[src/core/pllcrf_defines.vh]
// Constants for the synthesizer serial register front end
`ifndef PLLCRF_DEFINES_VH
`define PLLCRF_DEFINES_VH

// Frame layout: 24 data bits, 5 address bits, 3 chip bits
`define PLLCRF_FRAME_BITS     6'd32
`define PLLCRF_DATA_W         24
`define PLLCRF_ADDR_W         5
`define PLLCRF_CHIP_W         3
`define PLLCRF_DATA_MSB       31
`define PLLCRF_DATA_LSB       8
`define PLLCRF_ADDR_MSB       7
`define PLLCRF_ADDR_LSB       3
`define PLLCRF_CHIP_MSB       2
`define PLLCRF_CHIP_LSB       0
`define PLLCRF_CHIP_ADDR      3'h0

// Register addresses
`define PLLCRF_REG_ID         5'h00
`define PLLCRF_REG_PWR        5'h01
`define PLLCRF_REG_RDIV       5'h02

// Identity value, arbitrary neutral code
`define PLLCRF_ID_VALUE       24'h5A5A01

// Read pointer and soft reset fields
`define PLLCRF_PTR_MSB        4
`define PLLCRF_PTR_LSB        0
`define PLLCRF_SRST_BIT       5

// Power enable register
`define PLLCRF_PWR_W          10
`define PLLCRF_PWR_RESET      10'h003
`define PLLCRF_PWR_PINSEL     0
`define PLLCRF_PWR_SPIEN      1
`define PLLCRF_PWR_BIAS       2
`define PLLCRF_PWR_DET        3
`define PLLCRF_PWR_PUMP       4
`define PLLCRF_PWR_REFBUF     5
`define PLLCRF_PWR_OSC        6
`define PLLCRF_PWR_DRV        7

// Reference divider register
`define PLLCRF_RDIV_W         14
`define PLLCRF_RDIV_RESET     14'h0001

`endif

[src/core/pllcrf_sync.v]
// Two-flop synchroniser for one asynchronous level
`timescale 1ns/1ps
`default_nettype none
module pllcrf_sync (
    input  wire i_sys_clk,
    input  wire i_rst_b,
    input  wire i_async,
    output wire o_sync
);
    reg meta_q;
    reg sync_q;

    // First stage feeds only the second stage
    always @(posedge i_sys_clk or negedge i_rst_b) begin
        if (!i_rst_b) begin
            meta_q <= 1'b0;
            sync_q <= 1'b0;
        end else begin
            meta_q <= i_async;
            sync_q <= meta_q;
        end
    end

    assign o_sync = sync_q;
endmodule
`default_nettype wire

[src/core/pllcrf_edge.v]
// Rising and falling edge detector on a synchronised level
`timescale 1ns/1ps
`default_nettype none
module pllcrf_edge (
    input  wire i_sys_clk,
    input  wire i_rst_b,
    input  wire i_level,
    output wire o_rise,
    output wire o_fall
);
    reg last_q;

    // Remember previous level
    always @(posedge i_sys_clk or negedge i_rst_b) begin
        if (!i_rst_b) begin
            last_q <= 1'b0;
        end else begin
            last_q <= i_level;
        end
    end

    assign o_rise = i_level & ~last_q;
    assign o_fall = ~i_level & last_q;
endmodule
`default_nettype wire

[src/core/pllcrf_top.v]
// Serial register front end: identity, read pointer, power enable, reference divider
//
// Contract
// - Address zero reads a fixed 24-bit identity; writes never change it.
// - Write to address zero stores bits 4:0 as next read-back address.
// - Bit 5 of an address zero write is a soft reset strobe.
// - Pin select set: low enable pin means power-down.
// - Pin select clear: enable pin ignored, register bit rules.
// - Register control: serial enable bit 1 enables, 0 disables.
// - Bias keep-on bit holds bias generators active during power-down.
// - Phase detector keep-on bit keeps detector powered always.
// - Charge pump keep-on bit keeps charge pump powered always.
// - Reference buffer keep-on bit keeps buffer powered always.
// - Oscillator keep-on bit keeps oscillator core powered always.
// - Output driver keep-on bit keeps output driver active always.
// - Power register resets to pin control, serial enable set, rest clear.
// - Reference divider holds 14-bit ratio; host uses 1 to 16383.
// - Reference divider resets to one.
// - Frame is 24 data, 5 address, 3 chip bits, MSB first.
// - Addressed register updates on latch rising edge after 32 clocks.
// - Read takes two frames; second shifts out addressed register.
`timescale 1ns/1ps
`default_nettype none
`include "pllcrf_defines.vh"
module pllcrf_top (
    input  wire                        i_sys_clk,
    input  wire                        i_rst_b,
    input  wire                        i_serial_clk,
    input  wire                        i_serial_data_in,
    input  wire                        i_serial_latch_enable,
    input  wire                        i_chip_enable_pin,
    input  wire                        i_lock_detect,
    output reg                         o_lock_or_serial_out,
    output wire                        o_chip_enabled,
    output wire                        o_bias_on,
    output wire                        o_phase_detector_on,
    output wire                        o_charge_pump_on,
    output wire                        o_ref_buffer_on,
    output wire                        o_oscillator_core_on,
    output wire                        o_general_purpose_output_on,
    output wire [`PLLCRF_RDIV_W-1:0]   o_ref_divide_ratio,
    output wire [`PLLCRF_PWR_W-1:0]    o_power_control
);

    ////////////////////////////////////////////////////////////////////////////
    // Input synchronisers and edge finders
    wire sclk_s;
    wire sdat_s;
    wire slat_s;
    wire pin_s;
    wire lock_s;
    wire sclk_rise;
    wire sclk_fall;
    wire slat_rise;
    wire slat_fall_unused;

    pllcrf_sync u_sync_sclk (
        .i_sys_clk (i_sys_clk),
        .i_rst_b   (i_rst_b),
        .i_async   (i_serial_clk),
        .o_sync    (sclk_s)
    );
    pllcrf_sync u_sync_sdat (
        .i_sys_clk (i_sys_clk),
        .i_rst_b   (i_rst_b),
        .i_async   (i_serial_data_in),
        .o_sync    (sdat_s)
    );
    pllcrf_sync u_sync_slat (
        .i_sys_clk (i_sys_clk),
        .i_rst_b   (i_rst_b),
        .i_async   (i_serial_latch_enable),
        .o_sync    (slat_s)
    );
    pllcrf_sync u_sync_pin (
        .i_sys_clk (i_sys_clk),
        .i_rst_b   (i_rst_b),
        .i_async   (i_chip_enable_pin),
        .o_sync    (pin_s)
    );
    pllcrf_sync u_sync_lock (
        .i_sys_clk (i_sys_clk),
        .i_rst_b   (i_rst_b),
        .i_async   (i_lock_detect),
        .o_sync    (lock_s)
    );

    pllcrf_edge u_edge_sclk (
        .i_sys_clk (i_sys_clk),
        .i_rst_b   (i_rst_b),
        .i_level   (sclk_s),
        .o_rise    (sclk_rise),
        .o_fall    (sclk_fall)
    );
    pllcrf_edge u_edge_slat (
        .i_sys_clk (i_sys_clk),
        .i_rst_b   (i_rst_b),
        .i_level   (slat_s),
        .o_rise    (slat_rise),
        .o_fall    (slat_fall_unused)
    );

    ////////////////////////////////////////////////////////////////////////////
    // Registers
    reg  [`PLLCRF_PTR_MSB:0]       rd_ptr_q;
    reg  [`PLLCRF_PWR_W-1:0]       pwr_q;
    reg  [`PLLCRF_RDIV_W-1:0]      rdiv_q;
    reg  [`PLLCRF_FRAME_BITS-1:0]  shift_q;
    reg  [5:0]                     bit_cnt_q;
    reg  [`PLLCRF_DATA_W-1:0]      out_q;
    reg                            reading_q;

    wire [`PLLCRF_DATA_W-1:0] frame_data = shift_q[`PLLCRF_DATA_MSB:`PLLCRF_DATA_LSB];
    wire [`PLLCRF_ADDR_W-1:0] frame_addr = shift_q[`PLLCRF_ADDR_MSB:`PLLCRF_ADDR_LSB];
    wire [`PLLCRF_CHIP_W-1:0] frame_chip = shift_q[`PLLCRF_CHIP_MSB:`PLLCRF_CHIP_LSB];

    // Latch accepted only for a complete frame to this chip
    wire latch_ok = slat_rise && (bit_cnt_q == `PLLCRF_FRAME_BITS)
                  && (frame_chip == `PLLCRF_CHIP_ADDR);
    wire wr_ptr   = latch_ok && (frame_addr == `PLLCRF_REG_ID);
    wire soft_rst = wr_ptr && frame_data[`PLLCRF_SRST_BIT];

    // Read-back mux; identity is a constant so writes cannot alter it
    reg [`PLLCRF_DATA_W-1:0] rd_data;
    always @* begin
        case (rd_ptr_q)
            `PLLCRF_REG_ID:   rd_data = `PLLCRF_ID_VALUE;
            `PLLCRF_REG_PWR:  rd_data = {14'h0000, pwr_q};
            `PLLCRF_REG_RDIV: rd_data = {10'h000, rdiv_q};
            default:          rd_data = 24'h000000;
        endcase
    end

    ////////////////////////////////////////////////////////////////////////////
    // Serial shifter: sample data on each serial clock rise, MSB first
    // Counter saturates past a frame so overlong frames are rejected
    always @(posedge i_sys_clk or negedge i_rst_b) begin
        if (!i_rst_b) begin
            shift_q   <= 32'h00000000;
            bit_cnt_q <= 6'h00;
        end else if (slat_rise) begin
            bit_cnt_q <= 6'h00;
        end else if (sclk_rise) begin
            shift_q   <= {shift_q[`PLLCRF_FRAME_BITS-2:0], sdat_s};
            if (bit_cnt_q != 6'h3F) begin
                bit_cnt_q <= bit_cnt_q + 6'h01;
            end
        end
    end

    ////////////////////////////////////////////////////////////////////////////
    // Register update on latch edge; soft reset wins over the written data
    always @(posedge i_sys_clk or negedge i_rst_b) begin
        if (!i_rst_b) begin
            rd_ptr_q <= `PLLCRF_REG_ID;
            pwr_q    <= `PLLCRF_PWR_RESET;
            rdiv_q   <= `PLLCRF_RDIV_RESET;
        end else if (soft_rst) begin
            rd_ptr_q <= `PLLCRF_REG_ID;
            pwr_q    <= `PLLCRF_PWR_RESET;
            rdiv_q   <= `PLLCRF_RDIV_RESET;
        end else if (latch_ok) begin
            case (frame_addr)
                `PLLCRF_REG_ID: begin
                    rd_ptr_q <= frame_data[`PLLCRF_PTR_MSB:`PLLCRF_PTR_LSB];
                end
                `PLLCRF_REG_PWR: begin
                    pwr_q <= frame_data[`PLLCRF_PWR_W-1:0];
                end
                `PLLCRF_REG_RDIV: begin
                    rdiv_q <= frame_data[`PLLCRF_RDIV_W-1:0];
                end
                default: begin
                    rd_ptr_q <= rd_ptr_q;
                end
            endcase
        end
    end

    ////////////////////////////////////////////////////////////////////////////
    // Read-back shifter: loaded at frame start, MSB out on first serial rise
    // Out data changes after each rise; host samples it on the next rise
    always @(posedge i_sys_clk or negedge i_rst_b) begin
        if (!i_rst_b) begin
            out_q     <= 24'h000000;
            reading_q <= 1'b0;
        end else if (slat_rise) begin
            reading_q <= 1'b0;
        end else if (sclk_rise) begin
            if (bit_cnt_q == 6'h00) begin
                out_q     <= {rd_data[`PLLCRF_DATA_W-2:0], 1'b0};
                reading_q <= 1'b1;
            end else begin
                out_q <= {out_q[`PLLCRF_DATA_W-2:0], 1'b0};
            end
        end
    end

    // Serial out pin: data bit while reading, lock detect otherwise
    always @(posedge i_sys_clk or negedge i_rst_b) begin
        if (!i_rst_b) begin
            o_lock_or_serial_out <= 1'b0;
        end else if (slat_rise) begin
            o_lock_or_serial_out <= lock_s;
        end else if (sclk_rise && bit_cnt_q == 6'h00) begin
            o_lock_or_serial_out <= rd_data[`PLLCRF_DATA_W-1];
        end else if (sclk_rise && reading_q) begin
            o_lock_or_serial_out <= out_q[`PLLCRF_DATA_W-1];
        end else if (!reading_q) begin
            o_lock_or_serial_out <= lock_s;
        end
    end

    ////////////////////////////////////////////////////////////////////////////
    // Power control; reserved bits 9:8 drive only o_power_control and the read-back data
    wire chip_en = pwr_q[`PLLCRF_PWR_PINSEL] ? pin_s
                                             : pwr_q[`PLLCRF_PWR_SPIEN];

    assign o_chip_enabled              = chip_en;
    assign o_bias_on                   = chip_en | pwr_q[`PLLCRF_PWR_BIAS];
    assign o_phase_detector_on         = chip_en | pwr_q[`PLLCRF_PWR_DET];
    assign o_charge_pump_on            = chip_en | pwr_q[`PLLCRF_PWR_PUMP];
    assign o_ref_buffer_on             = chip_en | pwr_q[`PLLCRF_PWR_REFBUF];
    assign o_oscillator_core_on        = chip_en | pwr_q[`PLLCRF_PWR_OSC];
    assign o_general_purpose_output_on = chip_en | pwr_q[`PLLCRF_PWR_DRV];
    assign o_ref_divide_ratio          = rdiv_q;
    assign o_power_control             = pwr_q;

endmodule
`default_nettype wire

[config.mk]
export PLATFORM = sky130hd
export DESIGN_NAME = pllcrf_top
export DESIGN_NICKNAME = d
export VERILOG_FILES = /design/src/core/pllcrf_sync.v /design/src/core/pllcrf_edge.v /design/src/core/pllcrf_top.v
export VERILOG_INCLUDE_DIRS = /design/src /design/src/core
export SDC_FILE = /design/constraint.sdc
export NUM_CORES = 1
export LEC_CHECK = 0
export BUFFER_PORTS_ARGS = -buffer_cell sky130_fd_sc_hd__buf_2
export CORE_UTILIZATION = 30
export DETAILED_ROUTE_END_ITERATION = 6
export PLACE_DENSITY = 0.49
export SYNTH_ARGS = -nofsm -noshare
export SYNTH_HDL_FRONTEND = slang
export SYNTH_SLANG_ARGS = --single-unit
[constraint.sdc]
create_clock -name i_sys_clk -period 5.21 [get_ports i_sys_clk]
set_clock_uncertainty 0.1 [all_clocks]
set_input_delay 0.2605 -clock i_sys_clk [delete_from_list [all_inputs] [get_ports i_sys_clk]]
set_output_delay 0.2605 -clock i_sys_clk [all_outputs]
set_load 0.02 [all_outputs]
==> flow_metrics.py, run 1 <==
metrics = {
    "clocking": {
        "clockBufferDepth": 2,
        "clk_latency_ns": 0.35,
        "clkSinkCount": 94,
        "cts_resized": 0,
        "cts_tree": "done",
        "htree_levels": 3,
        "cts-root-buf": "clkbuf_16",
        "ctsHoldBuffers": 6,
        "cts_inserted_buffers": 9,
        "clkTransAtPathRegs_ns": 0.07,
        "postCtsSetupBuffers": 0,
    },
    "detailed_routing": {
        "drt-total-wl_um": 9300,
        "ant_nets": 0,
        "dr.pass1.iters": 4,
        "wl_per_cell_um": 15.2,
        "vias_per_cell": 4.79,
        "drt_iter0_drc": 140,
        "drc": 0,
        "num_vias": 2928,
    },
    "layout": {
        "drive_above_1_share": 0.163,
        "stdcell_count": 611,
        "syn_to_final_growth_pct": 19.5,
        "utilization": 0.366,
        "finalNetCount": 439,
        "diodes": 0,
    },
    "synthesis": {
        "avgSynthCellArea_um2": 10.4,
        "synth_async_sr_flop_share": 1.00,
        "yosys_warnings": 0,
        "synth-edff-count": 0,
        "synth_cells": 390,
        "ys_types": 42,
        "syn-num-nets": 399,
        "ys_seq_area_frac": 0.584,
        "synth-seq-cells": 94,
        "synthFlopType": "dfrtp_1",
        "syn_area_mm2": 0.00404,
    },
    "floorplanning": {
        "io_pins": 39,
        "start_util": 0.306,
        "rows": 42,
        "die_h_um": 118,
        "die_area_mm2": 0.0139,
        "dieWidth_um": 118,
        "core_area_mm2": 0.0132,
    },
    "place": {
        "dp_hpwl_um": 6090,
        "routabilityCongestion": 0.760,
        "io_buffer_count": 38,
        "pre_cts_slack_ns": 2.53,
        "placedCellCount": 589,
    },
    "power": {
        "p_per_area_mw_per_mm2": 397,
        "p_leak_uw": 0.00251,
        "power_uw": 1910,
        "ir_drop_mv": 0.169,
    },
    "flow_run": {
        "maxCapViolations": 0,
    },
    "timing": {
        "finalSetupViolations": 0,
        "fmax_mhz": 392,
        "setup_ws_ns": 2.66,
        "max-slew-margin-rel": 0.281,
        "slew_violations": 0,
        "hold_violations": 0,
        "tightest_slew_ns": 1.07,
        "tns_ns": 0,
        "finalCriticalPeriod_ns": 2.55,
        "period_share": 0.490,
        "rsz0062_at_grt": "no",
    },
    "global_routing": {
        "grt_pass1_wl_um": 15600,
        "first_global_vias": 2913,
        "track_usage": 0.148,
        "antenna_found_initial": 0,
        "grt_overflow_total": 0,
        "grt_start_max_net_pins": 63,
    },
    "setup_path": {
        "cp.required_ns": 5.30,
        "worstSetupEndpointType": "flip-flop",
        "critical_path.startpoint_type": "flip-flop",
        "crit_fanout": 22,
        "setup.worst_path.class": "flip-flop to flip-flop",
        "critPathLaunch": "u_sync_slat.o_sync$_DFF_PN0_",
        "r2r_start": "u_sync_slat.o_sync$_DFF_PN0_",
        "critical_path_arrival_ns": 2.64,
    },
    "status": {
        "outcome": "complete, no violations",
    },
    "hold_path": {
        "hp-start": "u_sync_pin.meta_q$_DFF_PN0_",
        "hp-class": "flip-flop to flip-flop",
    },
}
[sequential cells by signal (all words and copies together), names as in the netlist]
register / count
bit_cnt_q: 6
o_power_control: 10
u_sync_sdat.meta_q: 1
u_sync_sclk.o_sync: 1
out_q: 23
u_sync_pin.o_sync: 1
u_sync_lock.o_sync: 1
u_sync_sdat.o_sync: 1
shift_q: 22
u_edge_sclk.last_q: 1
reading_q: 1
o_lock_or_serial_out: 1
u_sync_slat.meta_q: 1
rd_ptr_q: 5
u_sync_pin.meta_q: 1
u_sync_sclk.meta_q: 1
u_edge_slat.last_q: 1
o_ref_divide_ratio: 14
u_sync_lock.meta_q: 1
u_sync_slat.o_sync: 1
[stage by stage]
stage | cell area [µm²] | hold slack (ns)
2_1_floorplan | 4040 | -0.135
3_3_place_gp | 4410 | 0.131
3_5_place_dp | 4410 | 0.141
4_1_cts | 4820 | 0.250
5_1_grt | 4820 | 0.257
6_report | 4820 | 0.249
[power breakdown]
group	internal [µW]	switching [µW]
Combinational	95.3	147
Sequential	825	75.5
Clock	483	287
Total	1400	510
[area by class of cell]
type	count	area, µm²
multi-input combinational	271	1600
sequential	94	2360
clock inverter	5	106
tap	176	220
inverter	7	26.3
clock buffer	11	243
timing repair buffer	47	275
fill	1325	8370
[worst max-delay path: stages (launching register included)]
cell and delay, ns:
dfrtp_1 0.39, nor2b_1 0.63, nand4_2 0.27, nor4_4 0.87, nor2_1 0.13
[cell families after synthesis]
group,after synthesis,synth area share
buffers and inverters,25,0.0245
xor gates and xnor gates,4,0.00868
DFF,94,0.584
AOI/OAI and AO/OA,56,0.0840
muxes,29,0.0731
and+or+nand+nor,180,0.220
adders and majority gates,2,0.00620
[synth_stat cells, drive strengths merged (2+ instances only)]
cell / instances / share of area
nor4b: 2 / 0.012
nand3: 6 / 0.0074
a22oi: 8 / 0.015
nand3b: 2 / 0.0037
a21oi: 18 / 0.022
nand2b: 12 / 0.019
nand2: 89 / 0.083
nor2b: 10 / 0.015
a31oi: 2 / 0.0031
nor4: 3 / 0.0099
dfstp: 3 / 0.020
clkbuf: 13 / 0.012
mux2i: 25 / 0.062
nor4bb: 2 / 0.0050
o21ai: 11 / 0.014
dfrtp: 91 / 0.56
nor2: 43 / 0.041
o211ai: 2 / 0.0037
buf: 5 / 0.0059
xor2: 3 / 0.0065
a32oi: 3 / 0.0065
ha: 2 / 0.0062
nand4: 3 / 0.0077
mux2: 4 / 0.011
inv: 7 / 0.0065
nor3: 3 / 0.0065
o22ai: 10 / 0.015
[cells in the final DEF (no fill, tap or decap), types with 10 or more instances in the layout]
cell type	count
nand2_1	89
nor2b_1	10
buf_2	37
mux2i_1	25
o21ai_0	11
dfrtp_1	91
o22ai_1	10
nor2_1	42
a21oi_1	18
nand2b_1	12
[layer usage]
layer	up-vias	global-route usage	share of wire
li1	1407	-	-
met1	1440	0.197	0.48
met2	65	0.220	0.45
met3	16	0.0388	0.045
met4	0	0.0809	0.027
met5	-	0	0
[path summary, 6_finish.rpt]
path | slack, ns | to | cells after the start
setup / recovery | 2.66 | o_ref_divide_ratio[8]$_DFFE_PN0P_ | 4
hold / removal | 0.25 | u_sync_pin.o_sync$_DFF_PN0_ | 0
setup reg to reg | 2.66 | o_ref_divide_ratio[8]$_DFFE_PN0P_ | 4
hold reg to reg | 0.25 | u_sync_pin.o_sync$_DFF_PN0_ | 0
max in group asynchronous | 3.56 | shift_q[10]$_DFFE_PN0P_ | 3
min in group asynchronous | 0.30 | out_q[6]$_DFFE_PN0P_ | 2
(Power assumes the default switching activity.)
==> run 2, diff against run 1 <==
Settings changed: ABC_AREA set to 1, PLACE_DENSITY 0.49 to 0.51.
Clock period 5.21 ns to 2.21 ns, I/O delays scaled along.
==> flow_metrics.py, run 2 <==
metrics = {
    "layout": {
        "top_register": "out_q",
        "syn_to_final_growth_pct": 17.1,
        "finalNetCount": 526,
        "drive_above_1_share": 0.178,
        "multi_input_area_mm2": 0.00153,
        "largest_reg_flops": 23,
        "diodes": 0,
        "regArea_mm2": 0.00236,
        "utilization": 0.363,
        "final_common_cell": "nand2_1",
        "mostFrequentLayoutCells": "125 x nand2_1, 91 x dfrtp_1, 43 x nand3_1",
        "nFillCells": 1400,
    },
    "synthesis": {
        "yosys-top-cells-area": "dfrtp_1 55%, nand2_1 11%, nand3_1 5.2%",
        "synth-xor-area-share": 0,
        "synth-seq-cells": 94,
        "synth_cells": 476,
        "synth-edff-count": 0,
        "ys_seq_area_frac": 0.567,
        "synthFlopType": "dfrtp_1",
        "syn-num-nets": 485,
        "synth.mux.area_fraction": 0,
        "synth-compound-area-share": 0.120,
        "yosysTopAreaCellShare": 0.548,
        "synthSimpleGateAreaFrac": 0.242,
        "yosysMostFrequentCell": "nand2_1",
        "avgSynthCellArea_um2": 8.73,
        "synthAdderAreaFrac": 0.00602,
        "yosys_warnings": 0,
        "synth_async_sr_flop_share": 1.00,
        "ys_types": 26,
        "syn_area_mm2": 0.00416,
        "synth_top_family_by_area": "simple AND/OR/NAND/NOR gates",
        "yosysTopAreaCell": "dfrtp_1",
        "synth_common_cells": "125 x nand2_1, 91 x dfrtp_1, 43 x nand3_1, 38 x a21oi_1, 37 x inv_1",
    },
    "setup_path": {
        "cp.required_ns": 2.35,
        "crit_fanout": 11,
        "setup.worst_path.class": "flip-flop to flip-flop",
        "slowest_stage": "dfrtp_1",
        "critical_path.startpoint_type": "flip-flop",
        "crit_chain": "inv_1 > ha_1 > nand2_4 > nor2_4 > inv_2 > nor2_4 > nand2_1 > o21ai_2 > inv_1",
        "slowest_delay_ns": 0.42,
        "critical_path_arrival_ns": 2.08,
        "worstSetupEndpointType": "flip-flop",
    },
    "power": {
        "p_per_area_mw_per_mm2": 837,
        "netSwitchingFraction": 0.280,
        "p_clk_frac": 0.386,
        "pwr-share-comb": 0.120,
        "p_leak_uw": 0.00240,
        "p_seq_frac": 0.494,
        "p_int_uw": 2940,
        "power.switching_uw": 1140,
        "ir_drop_mv": 0.348,
    },
    "detailed_routing": {
        "ant_nets": 0,
        "drc": 0,
        "drt-total-wl_um": 9920,
        "wl_per_cell_um": 14.2,
        "dr.pass1.iters": 4,
        "vias_per_cell": 4.65,
        "num_vias": 3248,
        "drt_iter0_drc": 282,
    },
    "global_routing": {
        "grt_pass1_wl_um": 16900,
        "grt_start_max_net_pins": 67,
        "track_usage": 0.151,
        "antenna_found_initial": 0,
        "first_global_vias": 3235,
        "grt_overflow_total": 0,
    },
    "clocking": {
        "clk_latency_ns": 0.35,
        "cts_tree": "done",
        "cts_inserted_buffers": 9,
        "postCtsSetupBuffers": 0,
        "clkSinkCount": 94,
        "htree_levels": 3,
        "cts-root-buf": "clkbuf_16",
        "clkTransAtPathRegs_ns": 0.07,
        "clockBufferDepth": 2,
    },
    "floorplanning": {
        "die_h_um": 120,
        "dieWidth_um": 120,
        "start_util": 0.310,
        "die_area_mm2": 0.0143,
        "rows": 42,
        "core_area_mm2": 0.0134,
        "io_pins": 39,
    },
    "timing": {
        "max-slew-margin-rel": 0.485,
        "hold_ws_ns": 0.136,
        "tns_ns": 0,
        "slew_violations": 0,
        "tightest_slew_ns": 0.771,
        "period_share": 0.875,
        "finalCriticalPeriod_ns": 1.93,
        "hold_violations": 0,
        "rsz0062_at_grt": "no",
        "fmax_mhz": 517,
        "finalSetupViolations": 0,
    },
    "status": {
        "outcome": "complete, no violations",
    },
    "place": {
        "routabilityCongestion": 0.890,
        "dp_hpwl_um": 6840,
        "io_buffer_count": 38,
    },
    "hold_path": {
        "hp-class": "primary input to async pin",
    },
    "flow_run": {
        "maxCapViolations": 0,
    },
}
## run 2: cell count changes after synthesis, moves of 8 or more
cell and change:
inv_1 +30, nand2b_1 -12, a22oi_1 -8, o21ai_1 +8, nor2_1 -10, nor2b_1 -10
clkbuf_1 -10, o21ai_0 +24, o22ai_1 -9, nand3_1 +37, mux2i_1 -25, a21oi_1 +20
o21ai_2 +9, nand2_1 +36
## run 2: power groups by stage
stage | logic, µW | clock network (µW) | registers (µW)
after floorplan | 363 | 0 | 2010
after global placement | 473 | 0 | 2040
after detailed placement | 484 | 0 | 2040
after CTS | 494 | 1620 | 2010
after global routing | 574 | 1690 | 2040
final | 488 | 1570 | 2010
## run 2: cell families after synthesis
kind of cell,after synthesis
AND/OR/NAND/NOR,226
flip-flops,94
buffers and inverters,62
adder cells (fa/ha/maj),2
AO/OA/AOI/OAI,92
## run 2: timing repair
action / CTS / global route
endpoints found under the hold margin: 33 / 0
setup endpoints to repair: 0 / 0
hold buffers: 6 / 0
gates resized for setup: 0 / 0
## run 2: critical path: cells and delay by family, from the launching register on
family          cells  cell delay (ns)
fa+ha+maj           1             0.21
simple gates        4             0.65
buf+inv             3             0.24
compound gates      1             0.20
flops               1             0.42
## run 2: through the flow
stage	instance area (µm²)	total power, µW	instances	worst slack (ns)
final	4870	4070	698	0.276
after global routing	4870	4300	698	0.0809
after CTS	4870	4120	698	0.265
after detailed placement	4510	2530	676	0.272
after global placement	4510	2510	676	0.318
after floorplan	4160	2380	476	0.546
## run 2: area by class of cell
class                   count  area share
clock buffers              10      0.0471
flip-flops and latches     94       0.484
inverters                  44      0.0339
repair buffers             48      0.0607
well taps                 176      0.0453
multi-input cells         320       0.314
clock inverters             6      0.0144
## run 2: routing by layer
metal,global-route usage,vias to the layer above,share of wire
met2,0.232,33,0.46
met5,0,-,0
met3,0.0252,15,0.020
met4,0.0742,0,0.022
li1,-,1626,-
met1,0.207,1574,0.50
## run 2: path summary, 6_finish.rpt
path / cells past startpoint / slack, ns / start / end
max: 9 / 0.28 / bit_cnt_q[0]$_DFFE_PN0P_ / rd_ptr_q[0]$_DFFE_PN0P_
min: 2 / 0.14 / i_rst_b / u_sync_sdat.meta_q$_DFF_PN0_
max reg2reg: 9 / 0.28 / bit_cnt_q[0]$_DFFE_PN0P_ / rd_ptr_q[0]$_DFFE_PN0P_
min reg2reg: 0 / 0.25 / u_sync_sclk.meta_q$_DFF_PN0_ / u_sync_sclk.o_sync$_DFF_PN0_
max in group asynchronous: 3 / 1.17 / i_rst_b / o_ref_divide_ratio[0]$_DFFE_PN1P_
min in group i_sys_clk: 0 / 0.25 / u_sync_sclk.meta_q$_DFF_PN0_ / u_sync_sclk.o_sync$_DFF_PN0_
==> run 3, diff against run 2 <==
Settings changed: PLACE_DENSITY 0.51 to 0.49.
Clock period 2.21 ns to 2.1 ns, I/O delays scaled along.
==> flow_metrics.py, run 3 (synthesis results as in run 2) <==
metrics = {
    "detailed_routing": {
        "num_vias": 3296,
        "vias_per_cell": 4.72,
        "drt_iter0_drc": 171,
        "ant_nets": 0,
        "drt-total-wl_um": 9910,
        "drc": 0,
        "wl_per_cell_um": 14.2,
        "dr.pass1.iters": 4,
    },
    "global_routing": {
        "grtUsageMet3": 0.0247,
        "use_met1": 0.204,
        "first_global_vias": 3265,
        "use_met2": 0.232,
        "antenna_found_initial": 0,
        "grt_pass1_wl_um": 16800,
        "grt_overflow_total": 0,
        "track_usage": 0.152,
        "grt_start_max_net_pins": 48,
        "grt-busiest-layer": "met2",
    },
    "clocking": {
        "postCtsSetupBuffers": 0,
        "clkSinkCount": 94,
        "clkTransAtPathRegs_ns": 0.07,
        "cts_inserted_buffers": 9,
        "clockBufferDepth": 2,
        "htree_levels": 3,
        "cts_tree": "done",
        "clk_latency_ns": 0.34,
        "cts-root-buf": "clkbuf_16",
    },
    "setup_path": {
        "worst_r2r_path_depth": 8,
        "slowest_stage": "inv_2",
        "setup.worst_path.class": "flip-flop to flip-flop",
        "critical_path_arrival_ns": 2.00,
        "cp.required_ns": 2.21,
        "r2r_start": "u_edge_slat.last_q$_DFF_PN0_",
        "slowest_delay_ns": 0.58,
        "cp_common_cell": "inv_1",
        "crit_chain": "inv_1 > nand2_4 > inv_1 > nor2_2 > inv_2 > nor2_1 > nand2_1 > o21ai_0",
        "r2r_slack_ns": 0.21,
        "worstSetupEndpointType": "flip-flop",
        "crit_fanout": 46,
        "critical_path.startpoint_type": "flip-flop",
        "cp_num_buf_inv": 3,
        "critPathTopFamily": "buffers and inverters",
        "rr_endpoint": "bit_cnt_q[0]$_DFFE_PN0P_",
    },
    "timing": {
        "setup_ws_ns": 0.208,
        "fmax_mhz": 529,
        "finalCriticalPeriod_ns": 1.89,
        "period_share": 0.901,
        "max-slew-margin-rel": 0.467,
        "hold_violations": 0,
        "slew_violations": 0,
        "rsz0062_at_grt": "no",
        "tns_ns": 0,
        "finalSetupViolations": 0,
        "tightest_slew_ns": 0.799,
    },
    "power": {
        "p_seq_frac": 0.456,
        "netSwitchingFraction": 0.249,
        "ir_drop_mv": 0.428,
        "pwr-share-comb": 0.113,
        "p_per_area_mw_per_mm2": 938,
        "p_int_uw": 3490,
        "p_leak_uw": 0.00245,
        "power.switching_uw": 1160,
        "p_clk_frac": 0.431,
    },
    "layout": {
        "mostFrequentLayoutCells": "124 x nand2_1, 91 x dfrtp_1, 43 x nand3_1",
        "diodes": 0,
        "finish.instance_area_mm2": 0.00495,
        "largest_reg_flops": 23,
        "finalNetCount": 527,
        "final_common_cell": "nand2_1",
        "drive_above_1_share": 0.182,
        "top_register": "out_q",
        "syn_to_final_growth_pct": 19.1,
        "utilization": 0.369,
    },
    "place": {
        "pre_cts_slack_ns": 0.184,
        "routabilityCongestion": 0.868,
        "place_area_mm2": 0.00451,
        "io_buffer_count": 38,
        "dp_hpwl_um": 6940,
    },
    "floorplanning": {
        "rows": 42,
        "die_area_mm2": 0.0143,
        "die_h_um": 120,
        "dieWidth_um": 120,
        "start_util": 0.310,
        "io_pins": 39,
        "core_area_mm2": 0.0134,
    },
    "flow_run": {
        "maxCapViolations": 0,
    },
    "status": {
        "outcome": "complete, no violations",
    },
    "hold_path": {
        "hp-class": "primary input to async pin",
    },
}
==> run 3: power by group through the flow <==
stage	sequential [µW]	combinational (µW)	clock (µW)
global placement	2140	512	0
global route	2140	615	2130
CTS	2120	533	2050
finish	2120	523	2000
floorplan	2120	382	0
detailed placement	2150	524	0
==> run 3: worst max-delay path by stage <==
stage                                  from                  endpoint  slack, ns  cells past startpoint
2_1_floorplan      bit_cnt_q[0]$_DFFE_PN0P_   rd_ptr_q[0]$_DFFE_PN0P_       0.44                     10
3_3_place_gp       bit_cnt_q[0]$_DFFE_PN0P_   rd_ptr_q[0]$_DFFE_PN0P_       0.21                      9
3_5_place_dp       bit_cnt_q[0]$_DFFE_PN0P_   rd_ptr_q[0]$_DFFE_PN0P_       0.18                      9
4_1_cts            bit_cnt_q[0]$_DFFE_PN0P_   rd_ptr_q[0]$_DFFE_PN0P_       0.17                      9
5_1_grt        u_edge_slat.last_q$_DFF_PN0_  bit_cnt_q[1]$_DFFE_PN0P_       0.05                      8
6_report       u_edge_slat.last_q$_DFF_PN0_  bit_cnt_q[0]$_DFFE_PN0P_       0.21                      8
==> run 3: worst register-to-register path: stages (launching register included) <==
cell and delay (ns):
dfrtp_1 0.37, inv_1 0.09, nand2_4 0.10, inv_1 0.13
nor2_2 0.06, inv_2 0.58, nor2_1 0.16, nand2_1 0.10
o21ai_0 0.08
==> run 3: layer usage <==
| layer | wire [µm] | part of all wire |
|---|---|---|
| met5 | 0 | 0 |
| met2 | 4550 | 0.46 |
| met3 | 296 | 0.030 |
| met1 | 4740 | 0.48 |
| met4 | 329 | 0.033 |
==> run 3: area by class of cell <==
type	count	area [µm²]
inverters	44	165
flip-flops and latches	94	2360
clock inverters	5	129
clock buffers	11	243
repair buffers	49	303
fillers	1407	8450
multi-input cells	320	1530
well taps	176	220
==> run 3: what timing repair did <==
item                       4_1_cts  5_1_grt
hold endpoints to repair        43        0
hold buffers                     6        0
setup endpoints to repair        0        3
resized for setup                0        1
==> run 3: per-stage QoR <==
stage / hold slack, ns / std cells / power, µW
final: 0.189 / 699 / 4640
after global routing: 0.252 / 699 / 4880
after detailed placement: 0.0331 / 677 / 2670
after floorplan: -0.291 / 476 / 2500
after CTS: 0.205 / 699 / 4700
after global placement: 0.0328 / 677 / 2660
